<file path="src/hdl/alcc_pkg.sv">
// Purpose: shared constants and types for the ambient light comparator control block
// Assumes: 50 MHz system clock, 8-bit register port from the serial interface core
// Notes: filter base count is overridable at the top module
package alcc_pkg;
  // ----------------------------------------------------------------
  // clock and timing
  // ----------------------------------------------------------------
  localparam int CLK_HZ = 50_000_000;
  localparam int LIGHT_FILTER_TIME_BASE_MS = 80;
  localparam int LIGHT_FILTER_TIME_BASE_CYC = (LIGHT_FILTER_TIME_BASE_MS * (CLK_HZ / 1000));
  localparam int LIGHT_FILTER_TIME_MAX_SHIFT = 7;
  localparam int CNT_W = 32;

  // ----------------------------------------------------------------
  // register map
  // ----------------------------------------------------------------
  localparam logic [7:0] LED1_CURRENT_ADDR = 8'h1a;
  localparam logic [7:0] LIGHT_CMP_CONFIG_ADDR = 8'h1b;
  localparam logic [7:0] DATA_ZERO = 8'h00;

  // light_cmp_config fields
  localparam int LIGHT_FILTER_TIME_MSB = 7;
  localparam int LIGHT_FILTER_TIME_LSB = 5;
  localparam int FORCE_BIT = 4;
  localparam int L3_RESULT_BIT = 3;
  localparam int L2_RESULT_BIT = 2;
  localparam int L3_ENABLE_BIT = 1;
  localparam int L2_ENABLE_BIT = 0;

  // led1_current_reg fields and the light_cmp_config filter time reset
  localparam int SINK_CODE_MSB = 6;
  localparam int SINK_CODE_W = 7;
  localparam logic [SINK_CODE_W-1:0] SINK_CODE_RESET = 7'h00;
  localparam logic [2:0] LIGHT_FILTER_TIME_RESET = 3'h0;

  // ----------------------------------------------------------------
  // types
  // ----------------------------------------------------------------
  typedef struct packed {
    logic wr;
    logic rd;
    logic [7:0] addr;
    logic [7:0] wdata;
  } alcc_reg_req_t;

  typedef enum logic [1:0] {
    ALCC_LVL_NORMAL = 2'b00,
    ALCC_LVL_OFFICE = 2'b01,
    ALCC_LVL_DARK = 2'b11
  } alcc_level_t;

  typedef enum logic [1:0] {
    ALCC_ST_IDLE = 2'b00,
    ALCC_ST_CONV = 2'b01,
    ALCC_ST_DONE = 2'b11
  } alcc_state_t;

  // filter period in cycles for a 3-bit code
  function automatic logic [CNT_W-1:0] alcc_filter_cycles(input logic [CNT_W-1:0] base, input logic [2:0] code);
    alcc_filter_cycles = base << code;
  endfunction
endpackage

</file>
<file path="src/hdl/alcc_filter.sv">
// Purpose: persistence filter for one comparator result
// Assumes: raw input already synchronised to clk
// Notes: result cleared while disabled
`timescale 1ns/10ps
`default_nettype none
module alcc_filter
  import alcc_pkg::*;
(
  input wire logic clk,
  input wire logic rstn,
  input wire logic enable,
  input wire logic raw,
  input wire logic [CNT_W-1:0] period,
  output logic result_ff
);
  // ----------------------------------------------------------------
  // persistence counter
  // ----------------------------------------------------------------
  logic [CNT_W-1:0] cnt_ff;
  logic [CNT_W-1:0] nxt_cnt;
  logic nxt_result;
  localparam logic [CNT_W-1:0] ONE = 32'h0000_0001;

  always_comb begin
    nxt_cnt = '0;
    nxt_result = result_ff;
    if (!enable) begin
      nxt_result = 1'b0;
    end else if (raw != result_ff) begin
      if (cnt_ff + ONE >= period) begin
        nxt_result = raw;
      end else begin
        nxt_cnt = cnt_ff + ONE;
      end
    end
  end

  always_ff @(posedge clk or negedge rstn) begin
    if (!rstn) begin
      cnt_ff <= '0;
      result_ff <= 1'b0;
    end else begin
      cnt_ff <= nxt_cnt;
      result_ff <= nxt_result;
    end
  end
endmodule
`default_nettype wire

</file>
<file path="src/hdl/alcc_top.sv">
// Purpose: control and status for the first light sensor comparator pair and the led1 sink code
// Assumes: register requests come from the serial interface core on clk; comparator pins are asynchronous
// Notes: comparators run while the backlight is on or a forced read is in progress
`timescale 1ns/10ps
`default_nettype none
module alcc_top
  import alcc_pkg::*;
#(
  parameter int LIGHT_FILTER_TIME_BASE_CYCLES = LIGHT_FILTER_TIME_BASE_CYC
)
(
  input wire logic clk,
  input wire logic rstn,
  input wire alcc_reg_req_t reg_req,
  output logic [7:0] reg_rdata_ff,
  input wire logic backlight_en,
  input wire logic level2_trip_pin,
  input wire logic level3_trip_pin,
  output logic [SINK_CODE_W-1:0] led1_sink_code_ff,
  output logic [2:0] light_filter_time_ff,
  output logic level2_enable_ff,
  output logic level3_enable_ff,
  output logic level2_result_out_ff,
  output logic level3_result_out_ff,
  output logic sensor_active_ff,
  output alcc_level_t backlight_level_ff
);
  // ----------------------------------------------------------------
  // elaboration checks
  // ----------------------------------------------------------------
  initial begin
    if (LIGHT_FILTER_TIME_BASE_CYCLES < 1 || LIGHT_FILTER_TIME_BASE_CYCLES >= (1 << (CNT_W - 1 - LIGHT_FILTER_TIME_MAX_SHIFT))) begin
      $error("alcc_top: LIGHT_FILTER_TIME_BASE_CYCLES out of range");
    end
  end

  localparam logic [CNT_W-1:0] BASE_CYC = LIGHT_FILTER_TIME_BASE_CYCLES[CNT_W-1:0];
  localparam logic [CNT_W-1:0] ONE = 32'h0000_0001;

  // ----------------------------------------------------------------
  // pin synchronisers
  // ----------------------------------------------------------------
  logic l2_meta_ff;
  logic l2_sync_ff;
  logic l3_meta_ff;
  logic l3_sync_ff;

  always_ff @(posedge clk or negedge rstn) begin
    if (!rstn) begin
      l2_meta_ff <= 1'b0;
      l2_sync_ff <= 1'b0;
      l3_meta_ff <= 1'b0;
      l3_sync_ff <= 1'b0;
    end else begin
      l2_meta_ff <= level2_trip_pin;
      l2_sync_ff <= l2_meta_ff;
      l3_meta_ff <= level3_trip_pin;
      l3_sync_ff <= l3_meta_ff;
    end
  end

  // ----------------------------------------------------------------
  // register writes
  // ----------------------------------------------------------------
  logic wr_led1;
  logic wr_cfg;
  logic force_ff;
  logic force_clear;
  alcc_state_t state_ff;
  alcc_state_t nxt_state;
  logic level2_result;
  logic level3_result;

  assign wr_led1 = reg_req.wr && (reg_req.addr == LED1_CURRENT_ADDR);
  assign wr_cfg = reg_req.wr && (reg_req.addr == LIGHT_CMP_CONFIG_ADDR);

  always_ff @(posedge clk or negedge rstn) begin
    if (!rstn) begin
      led1_sink_code_ff <= SINK_CODE_RESET;
    end else if (wr_led1) begin
      led1_sink_code_ff <= reg_req.wdata[SINK_CODE_MSB:0];
    end
  end

  // result bits are not written here; they come from the filters
  always_ff @(posedge clk or negedge rstn) begin
    if (!rstn) begin
      light_filter_time_ff <= LIGHT_FILTER_TIME_RESET;
      level3_enable_ff <= 1'b0;
      level2_enable_ff <= 1'b0;
    end else if (wr_cfg) begin
      light_filter_time_ff <= reg_req.wdata[LIGHT_FILTER_TIME_MSB:LIGHT_FILTER_TIME_LSB];
      level3_enable_ff <= reg_req.wdata[L3_ENABLE_BIT];
      level2_enable_ff <= reg_req.wdata[L2_ENABLE_BIT];
    end
  end

  // a software set in the clearing cycle wins
  always_ff @(posedge clk or negedge rstn) begin
    if (!rstn) begin
      force_ff <= 1'b0;
    end else if (wr_cfg && reg_req.wdata[FORCE_BIT]) begin
      force_ff <= 1'b1;
    end else if (wr_cfg) begin
      force_ff <= 1'b0;
    end else if (force_clear) begin
      force_ff <= 1'b0;
    end
  end

  // ----------------------------------------------------------------
  // forced read sequencer
  // ----------------------------------------------------------------
  logic [CNT_W-1:0] period;
  logic [CNT_W-1:0] conv_cnt_ff;
  logic [CNT_W-1:0] nxt_conv_cnt;

  assign period = alcc_filter_cycles(BASE_CYC, light_filter_time_ff);
  assign force_clear = (state_ff == ALCC_ST_DONE);

  always_comb begin
    nxt_state = state_ff;
    nxt_conv_cnt = '0;
    case (state_ff)
      ALCC_ST_IDLE: begin
        if (force_ff && !backlight_en) begin
          nxt_state = ALCC_ST_CONV;
        end
      end
      ALCC_ST_CONV: begin
        if (backlight_en) begin
          nxt_state = ALCC_ST_IDLE;
        end else if (conv_cnt_ff + ONE >= period) begin
          nxt_state = ALCC_ST_DONE;
        end else begin
          nxt_conv_cnt = conv_cnt_ff + ONE;
        end
      end
      ALCC_ST_DONE: begin
        nxt_state = ALCC_ST_IDLE;
      end
      default: begin
        nxt_state = ALCC_ST_IDLE;
      end
    endcase
  end

  always_ff @(posedge clk or negedge rstn) begin
    if (!rstn) begin
      state_ff <= ALCC_ST_IDLE;
      conv_cnt_ff <= '0;
    end else begin
      state_ff <= nxt_state;
      conv_cnt_ff <= nxt_conv_cnt;
    end
  end

  // ----------------------------------------------------------------
  // comparator filters
  // ----------------------------------------------------------------
  logic run;
  assign run = backlight_en || (state_ff != ALCC_ST_IDLE);

  alcc_filter u_l2_filter (
    .clk(clk),
    .rstn(rstn),
    .enable(run && level2_enable_ff),
    .raw(l2_sync_ff),
    .period(period),
    .result_ff(level2_result)
  );

  alcc_filter u_l3_filter (
    .clk(clk),
    .rstn(rstn),
    .enable(run && level3_enable_ff),
    .raw(l3_sync_ff),
    .period(period),
    .result_ff(level3_result)
  );

  // ----------------------------------------------------------------
  // outputs
  // ----------------------------------------------------------------
  alcc_level_t nxt_level;

  always_comb begin
    if (level3_result) begin
      nxt_level = ALCC_LVL_DARK;
    end else if (level2_result) begin
      nxt_level = ALCC_LVL_OFFICE;
    end else begin
      nxt_level = ALCC_LVL_NORMAL;
    end
  end

  always_ff @(posedge clk or negedge rstn) begin
    if (!rstn) begin
      backlight_level_ff <= ALCC_LVL_NORMAL;
      level2_result_out_ff <= 1'b0;
      level3_result_out_ff <= 1'b0;
      sensor_active_ff <= 1'b0;
    end else begin
      backlight_level_ff <= nxt_level;
      level2_result_out_ff <= level2_result;
      level3_result_out_ff <= level3_result;
      sensor_active_ff <= run;
    end
  end

  // ----------------------------------------------------------------
  // register reads
  // ----------------------------------------------------------------
  logic [7:0] cfg_view;
  always_comb begin
    cfg_view = DATA_ZERO;
    cfg_view[LIGHT_FILTER_TIME_MSB:LIGHT_FILTER_TIME_LSB] = light_filter_time_ff;
    cfg_view[FORCE_BIT] = force_ff;
    cfg_view[L3_RESULT_BIT] = level3_result;
    cfg_view[L2_RESULT_BIT] = level2_result;
    cfg_view[L3_ENABLE_BIT] = level3_enable_ff;
    cfg_view[L2_ENABLE_BIT] = level2_enable_ff;
  end

  always_ff @(posedge clk or negedge rstn) begin
    if (!rstn) begin
      reg_rdata_ff <= DATA_ZERO;
    end else if (reg_req.rd) begin
      if (reg_req.addr == LED1_CURRENT_ADDR) begin
        reg_rdata_ff <= {1'b0, led1_sink_code_ff};
      end else if (reg_req.addr == LIGHT_CMP_CONFIG_ADDR) begin
        reg_rdata_ff <= cfg_view;
      end else begin
        reg_rdata_ff <= DATA_ZERO;
      end
    end
  end
endmodule
`default_nettype wire

</file>
<file path="config.mk">
export PLATFORM = sky130hd
export DESIGN_NAME = alcc_top
export DESIGN_NICKNAME = d
export VERILOG_FILES = /design/src/hdl/alcc_pkg.sv /design/src/hdl/alcc_filter.sv /design/src/hdl/alcc_top.sv
export SDC_FILE = /design/constraint.sdc
export NUM_CORES = 1
export LEC_CHECK = 0
export ABC_AREA = 1
export BUFFER_PORTS_ARGS = -buffer_cell sky130_fd_sc_hd__buf_4
export CELL_PAD_IN_SITES_DETAIL_PLACEMENT = 1
export CELL_PAD_IN_SITES_GLOBAL_PLACEMENT = 1
export CORE_AREA = 2 2 149 151
export CTS_CLUSTER_DIAMETER = 50
export DETAILED_ROUTE_END_ITERATION = 8
export DIE_AREA = 0 0 151 153
export GPL_ROUTABILITY_DRIVEN = 0
export GPL_TIMING_DRIVEN = 0
export PLACE_DENSITY_LB_ADDON = 0.25
export SLEW_MARGIN = 5
export SYNTH_ARGS = -nofsm -noshare
export SYNTH_HDL_FRONTEND = slang
export SYNTH_SLANG_ARGS = --single-unit
</file>
<file path="constraint.sdc">
create_clock -name clk -period 4.7 [get_ports clk]
set_input_delay 0.705 -clock clk [delete_from_list [all_inputs] [get_ports clk]]
set_output_delay 0.705 -clock clk [all_outputs]
set_load 0.1 [all_outputs]
</file>
==> results.json, run 1 <==
{
  "layout_min_cycle_time_ns": 3.682,
  "grt_pass1_vias": 7930,
  "diodes": 0,
  "fp.dieW_um": 151,
  "reg2reg_slack_ns": 1.02,
  "grt_antenna_before_repair": 0,
  "grt_max_degree": 82,
  "intPower_uw": 2032,
  "total_power_uw": 3044,
  "syn2layout_area_growth_pct": 15.86,
  "ys_seq_area_frac": 0.3789,
  "vdd.ir_drop.worst_v": 0.0002356,
  "viasPerCell": 4.919,
  "post_drt_wl_per_cell_um": 15.43,
  "combPwrFrac": 0.164,
  "final_cells": 1490,
  "tritoncts": "yes",
  "crit_required_ns": 5.01,
  "worst_setup_path_end_kind": "register",
  "yosys.area.top_type_share": 0.3789,
  "ys_types": 39,
  "coreArea_sq_um": 21490,
  "critPathKind": "reg -> reg",
  "drive_above_1_share": 0.1058,
  "routed_wl_mm": 22.99,
  "io_buffers": 47,
  "n_fill_cell": 2718,
  "fin_setup_tns_ns": 0,
  "cap_violations": 0,
  "clk_path_buf_depth": 2,
  "synth_top_area_cell": "dfrtp_1",
  "powerDensity_nw_per_um2": 308.4,
  "firstDrtPassIters": 4,
  "vias": 7329,
  "remaining_drc_errors": 0,
  "htreeDepth": 4,
  "initial_core_util": 0.3966,
  "sequentialPowerShare": 0.388,
  "rsz0062_at_grt": "no",
  "slew_headroom": 0.5129,
  "slew_violations": 0,
  "hp-class": "in -> async",
  "pwr-share-clk": 0.448,
  "crit-reg2reg-capture": "conv_cnt_ff[23]$_DFF_PN0_",
  "clk_pin_slew_ns": 0.08,
  "ant_nets": 0,
  "clockRootBuffer": "clkbuf_16",
  "outcome": "complete, no violations",
  "avgSynthCellArea_sq_um": 7.594,
  "clk_latency_ns": 0.43,
  "finalHoldViolCount": 0,
  "cts_resized": 0,
  "swShare": 0.3326,
  "worstReg2RegStart": "conv_cnt_ff[0]$_DFF_PN0_",
  "worstMarginPinSlew_ns": 0.7231,
  "post-cts-setup-buffers": 0,
  "synth_seq_cells": 129,
  "syn_inst": 1122,
  "pin_count": 48,
  "die-area_sq_um": 23100,
  "die_y_um": 153,
  "grt_pass1_wl_mm": 38.79,
  "worstPathMaxFanout": 10,
  "grt_usage": 0.2120,
  "reg2regPathDepth": 22,
  "overflow": 0,
  "fin_skew_ns": 0.01239,
  "dp_cells": 1458,
  "dp_hpwl_mm": 17.85,
  "synthTopCellsByArea": "dfrtp_1 (38%), nand2_1 (12%), ha_1 (10%), nor2_1 (8.1%), inv_1 (7.7%)",
  "cts_hold_buf": 0,
  "setup_viol": 0,
  "ys_warn_count": 0,
  "start_kind": "register",
  "setup.worst_path.start": "conv_cnt_ff[0]$_DFF_PN0_",
  "syn_area_sq_um": 8521,
  "clock_sinks": 129,
  "drt-initial-drc-count": 218,
  "worstPathArrival_ns": 3.99,
  "net-switching-power_uw": 1013,
  "row_count": 54,
  "fmax_ghz": 0.2716,
  "cts_made_buffers": 17,
  "p_leak_uw": 0.004995,
  "layout.nets": 1290,
  "period_share": 0.7834,
  "fin_hold_ws_ns": 0.2130
}
[cells in the final DEF, fill, tap and decap left out, types with 4 or more instances in the layout]
cell,count
buf_6,4
buf_2,4
nand3_1,41
buf_4,48
nand2_1,266
nand3b_1,5
o21a_1,7
inv_6,7
or2_2,8
clkbuf_16,17
nor3_1,24
xor2_1,54
inv_8,5
nor2_4,13
dfrtp_1,129
nand4_1,22
inv_1,175
clkbuf_1,5
nor4_1,7
o221ai_1,7
nor2_1,185
a21oi_1,24
conb_1,9
ha_1,70
o21ai_0,22
xnor2_1,16
nor2_2,5
[synthesized netlist by cell type]
cell type	count
a211oi_1	3
a21o_1	3
a21oi_1	24
buf_12	1
buf_2	4
buf_4	2
buf_6	3
clkbuf_1	5
conb_1	1
dfrtp_1	129
ha_1	70
inv_1	175
inv_2	2
nand2_1	266
nand2_2	2
nand3_1	41
nand3_2	2
nand3_4	1
nand3b_1	5
nand4_1	22
nand4_4	1
nor2_1	185
nor2_2	5
nor2_4	13
nor3_1	24
nor3_2	3
nor3_4	1
nor3b_1	1
nor4_1	7
o211ai_1	1
o21a_1	7
o21ai_0	22
o21bai_1	3
o221ai_1	7
o22ai_1	2
or2_1	1
or2_2	8
xnor2_1	16
xor2_1	54
[sequential cells by signal, indices dropped and copies added, names as in the netlist, 2 cells and up]
signal	cells
backlight_level_ff	2
conv_cnt_ff	32
led1_sink_code_ff	7
light_filter_time_ff	3
reg_rdata_ff	8
state_ff	2
u_l2_filter.cnt_ff	32
u_l3_filter.cnt_ff	32
[final cells by class]
type / instances / area, sq um / area share
tap: 280 / 350.3 / 0.03549
inverter: 177 / 664.4 / 0.06730
sequential: 129 / 3228 / 0.3270
timing repair buffer: 48 / 384.1 / 0.03891
clock inverter: 15 / 161.4 / 0.01635
clock buffer: 17 / 425.4 / 0.04309
multi-input combinational: 809 / 4551 / 0.4610
buffer: 15 / 107.6 / 0.01090
[power by group through the flow]
stage	Combinational, uW	Sequential (uW)	Clock (uW)
after detailed placement	503	1200	0
after floorplan	190	1340	0
after global routing	543	1190	1440
after global placement	484	1200	0
final	499	1180	1360
after CTS	507	1180	1400
[cell families (layout without fill, tap and decap cells)]
family,after synthesis,after routing,synth area share
buffers and inverters,192,272,0.09060
adders and majority gates,70,70,0.1028
and+or+nand+nor,588,588,0.3047
AOI/OAI and AO/OA,72,72,0.05066
other,1,9,0.0004401
DFF,129,129,0.3789
xor gates and xnor gates,70,70,0.07195
[metrics by stage]
stage	setup WS [ns]	utilization	area, sq um
2_1_floorplan	1.606	-	8551
3_3_place_gp	1.112	0.4307	9254
3_5_place_dp	1.047	0.4322	9285
4_1_cts	0.9966	0.4595	9872
5_1_grt	0.5721	0.4595	9872
6_report	1.018	0.4595	9872
[worst max path at each step]
stage	slack, ns	endpoint
after floorplan	1.61	u_l3_filter.cnt_ff[23]$_DFF_PN0_
after CTS	1.0	conv_cnt_ff[23]$_DFF_PN0_
after global routing	0.57	conv_cnt_ff[23]$_DFF_PN0_
final	1.02	conv_cnt_ff[23]$_DFF_PN0_
after detailed placement	1.05	conv_cnt_ff[24]$_DFF_PN0_
after global placement	1.11	conv_cnt_ff[17]$_DFF_PN0_
[metal layers]
metal | vias to the layer above | part of all wire | global-route usage
li1 | 3670 | - | -
met1 | 3546 | 0.47 | 0.2780
met2 | 89 | 0.48 | 0.3528
met3 | 24 | 0.033 | 0.04119
met4 | 0 | 0.018 | 0.06542
met5 | - | 0 | 0
[critical path, stage by stage (launching register included)]
cell     delay [ns]
dfrtp_1        0.40
ha_1           0.21
nand3_1        0.10
nor2_1         0.18
nand2_1        0.15
inv_1          0.14
nand2_1        0.10
nor3b_1        0.43
xor2_1         0.21
ha_1           0.35
nand2_1        0.06
nor2_1         0.15
nand2_1        0.07
inv_1          0.05
nand2_1        0.05
nand2_1        0.09
nand2_1        0.06
nand2_1        0.09
nand2_1        0.09
nand2_1        0.08
buf_2          0.26
buf_6          0.19
nor2_1         0.06
No activity file was read; power rests on OpenSTA's default activity.
==> inputs of run 2 (changes only) <==
ABC_AREA = 0   (was 1)
CORE_AREA = 2 2 142 144   (was 2 2 149 151)
DIE_AREA = 0 0 144 146   (was 0 0 151 153)
clock period = 3.2 ns   (was 4.7 ns; I/O delays follow)
==> run 2 against run 1 <==
The flow now finishes with violations (setup timing); power is 31% higher; clock skew decreased by 0.0013 ns; synthesized cell count down 33%; combinational power fell by 17%; worst setup slack worse by 1.2 ns; first-iteration DRC count shrank 10%; sequential share of layout area shrank 2.2 points; via count decreased by 12%; flip-flop and latch count did not move; worst hold slack worse by 0.20 ns; final cell count decreased by 21%; highest routed layer unchanged.
==> results.json, run 2 <==
{
  "ys_seq_area_frac": 0.4221,
  "ys_types": 57,
  "synthTopCellsByArea": "dfrtp_1 (42%), ha_1 (11%), xnor2_1 (6.8%), nor2b_1 (3.8%), xor2_1 (3.4%)",
  "viasPerCell": 5.447,
  "fmax_ghz": 0.2959,
  "reg2regPathDepth": 15,
  "clk_path_buf_depth": 2,
  "reg2reg_slack_ns": -0.18,
  "slew_violations": 0,
  "start_kind": "register",
  "firstDrtPassIters": 4,
  "grt_pass1_wl_mm": 37.72,
  "clk_latency_ns": 0.44,
  "setup_ws_ns": -0.1798,
  "layout.nets": 993,
  "tritoncts": "yes",
  "powerDensity_nw_per_um2": 375.9,
  "coreArea_sq_um": 19330,
  "yosys.area.top_type_share": 0.4221,
  "pre_cts_ws_ns": -0.8692,
  "synth-main-ff-cell": "dfrtp_1",
  "die_y_um": 146,
  "initial_core_util": 0.3956,
  "clockRootBuffer": "clkbuf_16",
  "finalHoldViolCount": 0,
  "cap_violations": 0,
  "worstMarginPinSlew_ns": 0.7571,
  "cp_slowest_cell": "dfrtp_2",
  "vdd.ir_drop.worst_v": 0.0003679,
  "ys_warn_count": 0,
  "syn2layout_area_growth_pct": 39.16,
  "die-area_sq_um": 21020,
  "rsz0062_at_grt": "yes",
  "remaining_drc_errors": 0,
  "pin_count": 48,
  "clock_sinks": 129,
  "dp_cells": 1069,
  "vias": 6417,
  "period_share": 1.056,
  "fin_skew_ns": 0.01108,
  "drt-initial-drc-count": 196,
  "cts_made_buffers": 17,
  "fp.dieW_um": 144,
  "drive_above_1_share": 0.3943,
  "worst_setup_path_end_kind": "register",
  "setup_viol": 76,
  "dp_hpwl_mm": 15.25,
  "crit-reg2reg-capture": "u_l2_filter.cnt_ff[9]$_DFF_PN0_",
  "grt_usage": 0.2340,
  "grt_antenna_before_repair": 0,
  "row_count": 51,
  "critPathKind": "reg -> reg",
  "avgSynthCellArea_sq_um": 10.21,
  "io_buffers": 46,
  "synth-edff-count": 0,
  "violations": "setup timing",
  "slew_headroom": 0.4952,
  "async_reset_ff_frac": 1.000,
  "diodes": 0,
  "cts_hold_buf": 0,
  "hp-class": "in -> async",
  "routed_wl_mm": 24.83,
  "total_power_uw": 4001,
  "slowest_delay_ns": 0.40,
  "syn_inst": 749,
  "worstReg2RegStart": "u_l2_filter.cnt_ff[8]$_DFF_PN0_",
  "worstPathArrival_ns": 3.74,
  "synth_top_area_cell": "dfrtp_1",
  "fin_area_sq_um": 10640,
  "synth.most_common_cell": "dfrtp_1",
  "synth_seq_cells": 129,
  "grt_max_degree": 69,
  "top_regs": "conv_cnt_ff (32), u_l2_filter.cnt_ff (32), u_l3_filter.cnt_ff (32)",
  "crit_required_ns": 3.56,
  "grt_pass1_vias": 6914,
  "final_cells": 1178,
  "htreeDepth": 4,
  "overflow": 0,
  "ys_top_cells_by_count": "dfrtp_1 (129), ha_1 (70), xnor2_1 (59)",
  "layout_min_cycle_time_ns": 3.380,
  "p_leak_uw": 0.004797,
  "outcome": "finished, violations left",
  "ant_nets": 0,
  "clk_pin_slew_ns": 0.06,
  "layout_common_cells": "buf_4 (116), dfrtp_1 (116), ha_1 (63)",
  "critical_path.cell_chain": "nand4_4 -> buf_4 -> nor3_4 -> and3_4 -> and3_4 -> xor2_2 -> ha_1 -> nand4_1 -> nor3_4 -> a2111oi_4 -> a31oi_2 -> nand4b_1 -> buf_6 -> buf_6 -> nor2b_4",
  "dpl-instance-area_sq_um": 8393,
  "worstPathMaxFanout": 4,
  "syn_area_sq_um": 7649,
  "post_drt_wl_per_cell_um": 21.08
}
## run 2: layout make-up
cell class / count / area [sq um]
multi-input cells: 592 / 5233
clock inverters: 13 / 126.4
flip-flops and latches: 129 / 3247
clock buffers: 19 / 432.9
repair buffers: 128 / 1065
inverters: 15 / 56.30
fillers: 2065 / 8691
well taps: 265 / 331.6
plain buffers: 17 / 152.6
## run 2: metal layers
metal / track usage / up-vias / wire, um / share of wire
met2: 0.4045 / 99 / 13310 / 0.54
met4: 0.08284 / 0 / 645 / 0.026
met3: 0.05133 / 45 / 820 / 0.033
met5: 0 / - / 0 / 0
met1: 0.2854 / 3302 / 10060 / 0.41
li1: - / 2971 / - / -
## run 2: cells by family (layout without fill, tap and decap cells)
kind of cell | after synthesis | count (layout) | synth area share
and+or+nand+nor | 321 | 321 | 0.2467
DFF | 129 | 129 | 0.4221
AOI/OAI and AO/OA | 90 | 90 | 0.07361
xor gates and xnor gates | 89 | 89 | 0.1019
adders and majority gates | 70 | 70 | 0.1145
buffers and inverters | 36 | 192 | 0.02159
muxes | 13 | 13 | 0.01914
other | 1 | 9 | 0.0004903
## run 2: power by group
group	switching [uW]	internal [uW]	total, uW
Sequential	23.2	1660	1680
Clock	824	1080	1910
Combinational	296	120	416
Total	1140	2860	4000
## run 2: how the worst max path moves through the flow
stage	startpoint	to	slack (ns)	depth (start not counted)
after floorplan	light_filter_time_ff[1]$_DFFE_PN0P_	u_l2_filter.cnt_ff[27]$_DFF_PN0_	0.06	13
after global placement	u_l3_filter.cnt_ff[2]$_DFF_PN0_	u_l3_filter.result_ff$_DFFE_PN0P_	-0.85	12
after detailed placement	u_l3_filter.cnt_ff[0]$_DFF_PN0_	u_l3_filter.result_ff$_DFFE_PN0P_	-0.87	12
after CTS	u_l2_filter.cnt_ff[7]$_DFF_PN0_	u_l2_filter.cnt_ff[15]$_DFF_PN0_	-0.09	14
after global routing	u_l2_filter.cnt_ff[9]$_DFF_PN0_	u_l2_filter.cnt_ff[9]$_DFF_PN0_	-0.36	13
final	u_l2_filter.cnt_ff[8]$_DFF_PN0_	u_l2_filter.cnt_ff[9]$_DFF_PN0_	-0.18	15
## run 2: critical path, delay by kind of cell, from the launching register on
| family | cells | cell delay (ns) |
|---|---|---|
| xor gates and xnor gates | 1 | 0.18 |
| buffers and inverters | 3 | 0.50 |
| and+or+nand+nor | 8 | 1.46 |
| DFF | 1 | 0.40 |
| AOI/OAI and AO/OA | 2 | 0.48 |
| adders and majority gates | 1 | 0.28 |
## run 2: repair_timing
item	CTS	global route
cloned	2	3
setup endpoints to repair	90	90
buffers inserted	56	22
pin swaps	43	81
gates resized for setup	113	138
## run 2: through the flow
stage | hold WS (ns) | utilization | setup TNS (ns)
finish | 0.01370 | 0.5505 | -5.092
floorplan | 0.1844 | - | 0
CTS | 0.03757 | 0.5108 | -1.350
global placement | 0.3365 | 0.4325 | -40.84
detailed placement | 0.3372 | 0.4341 | -49.96
global route | 0.04666 | 0.5505 | -22.53
==> inputs of run 3 (changes only) <==
CAP_MARGIN = 20   (was unset)
clock period = 3.55 ns   (was 3.2 ns; I/O delays follow)
==> run 3 against run 2 <==
Largest power group unchanged; power shrank 11%; final cell count shrank 5.3%; clock-buffer cell count shrank 1; routed wire length shrank 13%; fmax shrank 1.3%; critical endpoint is now u_l2_filter.cnt_ff[2]$_DFF_PN0_; die area is the same; worst hold slack gained 0.064 ns; combinational power shrank 18%; utilization shrank 6.5 points; critical path type unchanged; the run now ends clean; non-clock buffer count shrank 63; worst setup slack gained 0.31 ns.
==> results.json, run 3 (synthesis gave the netlist of run 2 again) <==
{
  "outcome": "complete, no violations",
  "clock_sinks": 129,
  "grt_usage": 0.2118,
  "row_count": 51,
  "reg2regPathDepth": 13,
  "top_regs": "conv_cnt_ff (32), u_l2_filter.cnt_ff (32), u_l3_filter.cnt_ff (32)",
  "layout_common_cells": "dfrtp_1 (121), ha_1 (67), buf_4 (63)",
  "post_drt_wl_per_cell_um": 19.44,
  "pin_count": 48,
  "critical_path.cell_chain": "inv_1 -> ha_1 -> or2_2 -> o21ai_2 -> ha_1 -> a21oi_1 -> o21ai_0 -> a2111oi_1 -> a31oi_1 -> nand4b_1 -> buf_4 -> buf_12 -> nor2_4",
  "multiInputGateArea_sq_um": 4549,
  "viasPerCell": 5.418,
  "swShare": 0.2793,
  "cts_made_buffers": 17,
  "cap_violations": 0,
  "layout.nets": 930,
  "fin_skew_ns": 0.007899,
  "vdd.ir_drop.worst_v": 0.0003185,
  "cts_hold_buf": 0,
  "pwr-share-clk": 0.482,
  "grt_pass1_wl_mm": 34.31,
  "grt_max_degree": 69,
  "final_common_cell": "dfrtp_1",
  "clk_latency_ns": 0.43,
  "fmax_ghz": 0.2920,
  "io_buffers": 46,
  "worstMarginPinSlew_ns": 0.7364,
  "slowest_delay_ns": 0.48,
  "grt_pass1_vias": 6507,
  "overflow": 0,
  "sequentialPowerShare": 0.423,
  "pre_cts_ws_ns": -0.5726,
  "critPathBufInv": 3,
  "coreArea_sq_um": 19330,
  "powerDensity_nw_per_um2": 381.5,
  "start_kind": "register",
  "layout_min_cycle_time_ns": 3.425,
  "cp_slowest_cell": "dfrtp_1",
  "worstPathArrival_ns": 3.78,
  "cp.depth": 13,
  "clockRootBuffer": "clkbuf_16",
  "grt_antenna_before_repair": 0,
  "routed_wl_mm": 21.67,
  "remaining_drc_errors": 0,
  "fp.dieW_um": 144,
  "clk_path_buf_depth": 2,
  "initial_core_util": 0.3956,
  "slew_headroom": 0.5073,
  "setup_viol": 0,
  "dp_hpwl_mm": 15.41,
  "intPower_uw": 2579,
  "period_share": 0.9646,
  "critPathKind": "reg -> reg",
  "combPwrFrac": 0.096,
  "drive_above_1_share": 0.2306,
  "die_y_um": 146,
  "rsz0062_at_grt": "yes",
  "worst_setup_path_end_kind": "register",
  "total_power_uw": 3578,
  "syn2layout_area_growth_pct": 22.62,
  "hp-class": "in -> async",
  "net-switching-power_uw": 999.2,
  "n_fill_cell": 2162,
  "finalHoldViolCount": 0,
  "setup_ws_ns": 0.1255,
  "vias": 6041,
  "drt-initial-drc-count": 203,
  "critPathTopFamily": "compound AO/OA/AOI/OAI gates",
  "htreeDepth": 4,
  "die-area_sq_um": 21020,
  "clk_pin_slew_ns": 0.06,
  "final-seq-area_sq_um": 3238,
  "firstDrtPassIters": 4,
  "p_leak_uw": 0.004234,
  "cp_common_cell": "ha_1",
  "worstPathMaxFanout": 10,
  "diodes": 0,
  "slew_violations": 0,
  "tritoncts": "yes",
  "crit_required_ns": 3.91,
  "ant_nets": 0
}
run 3: routing by layer:
metal	share of wire	up-vias	track usage
met2	0.50	95	0.3510
li1	-	2842	-
met1	0.44	3067	0.2621
met4	0.025	0	0.08039
met5	0	-	0
met3	0.034	37	0.05758
run 3: stage by stage:
step | cells | util | hold WS (ns) | cell area, sq um | TNS (ns)
finish | 1115 | 0.4851 | 0.07782 | 9379 | 0
global route | 1115 | 0.4851 | 0.1064 | 9379 | -0.1736
CTS | 1106 | 0.4697 | 0.09769 | 9082 | 0
detailed placement | 1069 | 0.4338 | 0.3371 | 8387 | -17.70
global placement | 1068 | 0.4321 | 0.3342 | 8356 | -8.603
floorplan | 757 | - | 0.2369 | 7679 | 0
run 3: what timing repair did:
action	in CTS	in global routing
resized for setup	21	62
setup endpoints to repair	90	89
pin swaps	6	17
buffers inserted	8	9
run 3: final timing paths:
kind	startpoint	to	slack (ns)
hold / removal	rstn	u_l3_filter.cnt_ff[7]$_DFF_PN0_	0.08
max in group asynchronous	rstn	conv_cnt_ff[24]$_DFF_PN0_	2.71
setup / recovery	light_filter_time_ff[0]$_DFFE_PN0P_	u_l2_filter.cnt_ff[2]$_DFF_PN0_	0.13
setup reg to reg	light_filter_time_ff[0]$_DFFE_PN0P_	u_l2_filter.cnt_ff[2]$_DFF_PN0_	0.13
min in group clk	level2_trip_pin	l2_meta_ff$_DFF_PN0_	0.22
hold reg to reg	l2_meta_ff$_DFF_PN0_	l2_sync_ff$_DFF_PN0_	0.35
run 3: worst register-to-register path: stages, from the launching register on:
cell and delay, ns:
dfrtp_1 0.48, inv_1 0.10, ha_1 0.27, or2_2 0.40, o21ai_2 0.19, ha_1 0.32, a21oi_1 0.17, o21ai_0 0.12
a2111oi_1 0.41, a31oi_1 0.18, nand4b_1 0.23, buf_4 0.21, buf_12 0.17, nor2_4 0.10
run 3: final cells by class:
type                            instances  share of cell area
Multi-Input combinational cell        592              0.4851
Sequential cell                       129              0.3453
Timing Repair Buffer                   64             0.05456
Clock buffer                           18             0.04682
Tap cell                              265             0.03535
Clock inverter                         14             0.01401
Buffer                                 18             0.01294
Inverter                               15            0.006003
run 3: power by group through the flow:
stage / clock network, uW / logic [uW] / registers [uW]
after global routing: 1820 / 369 / 1510
after floorplan: 0 / 107 / 1630
after global placement: 0 / 319 / 1540
after CTS: 1750 / 342 / 1510
after detailed placement: 0 / 336 / 1540
final: 1720 / 343 / 1510
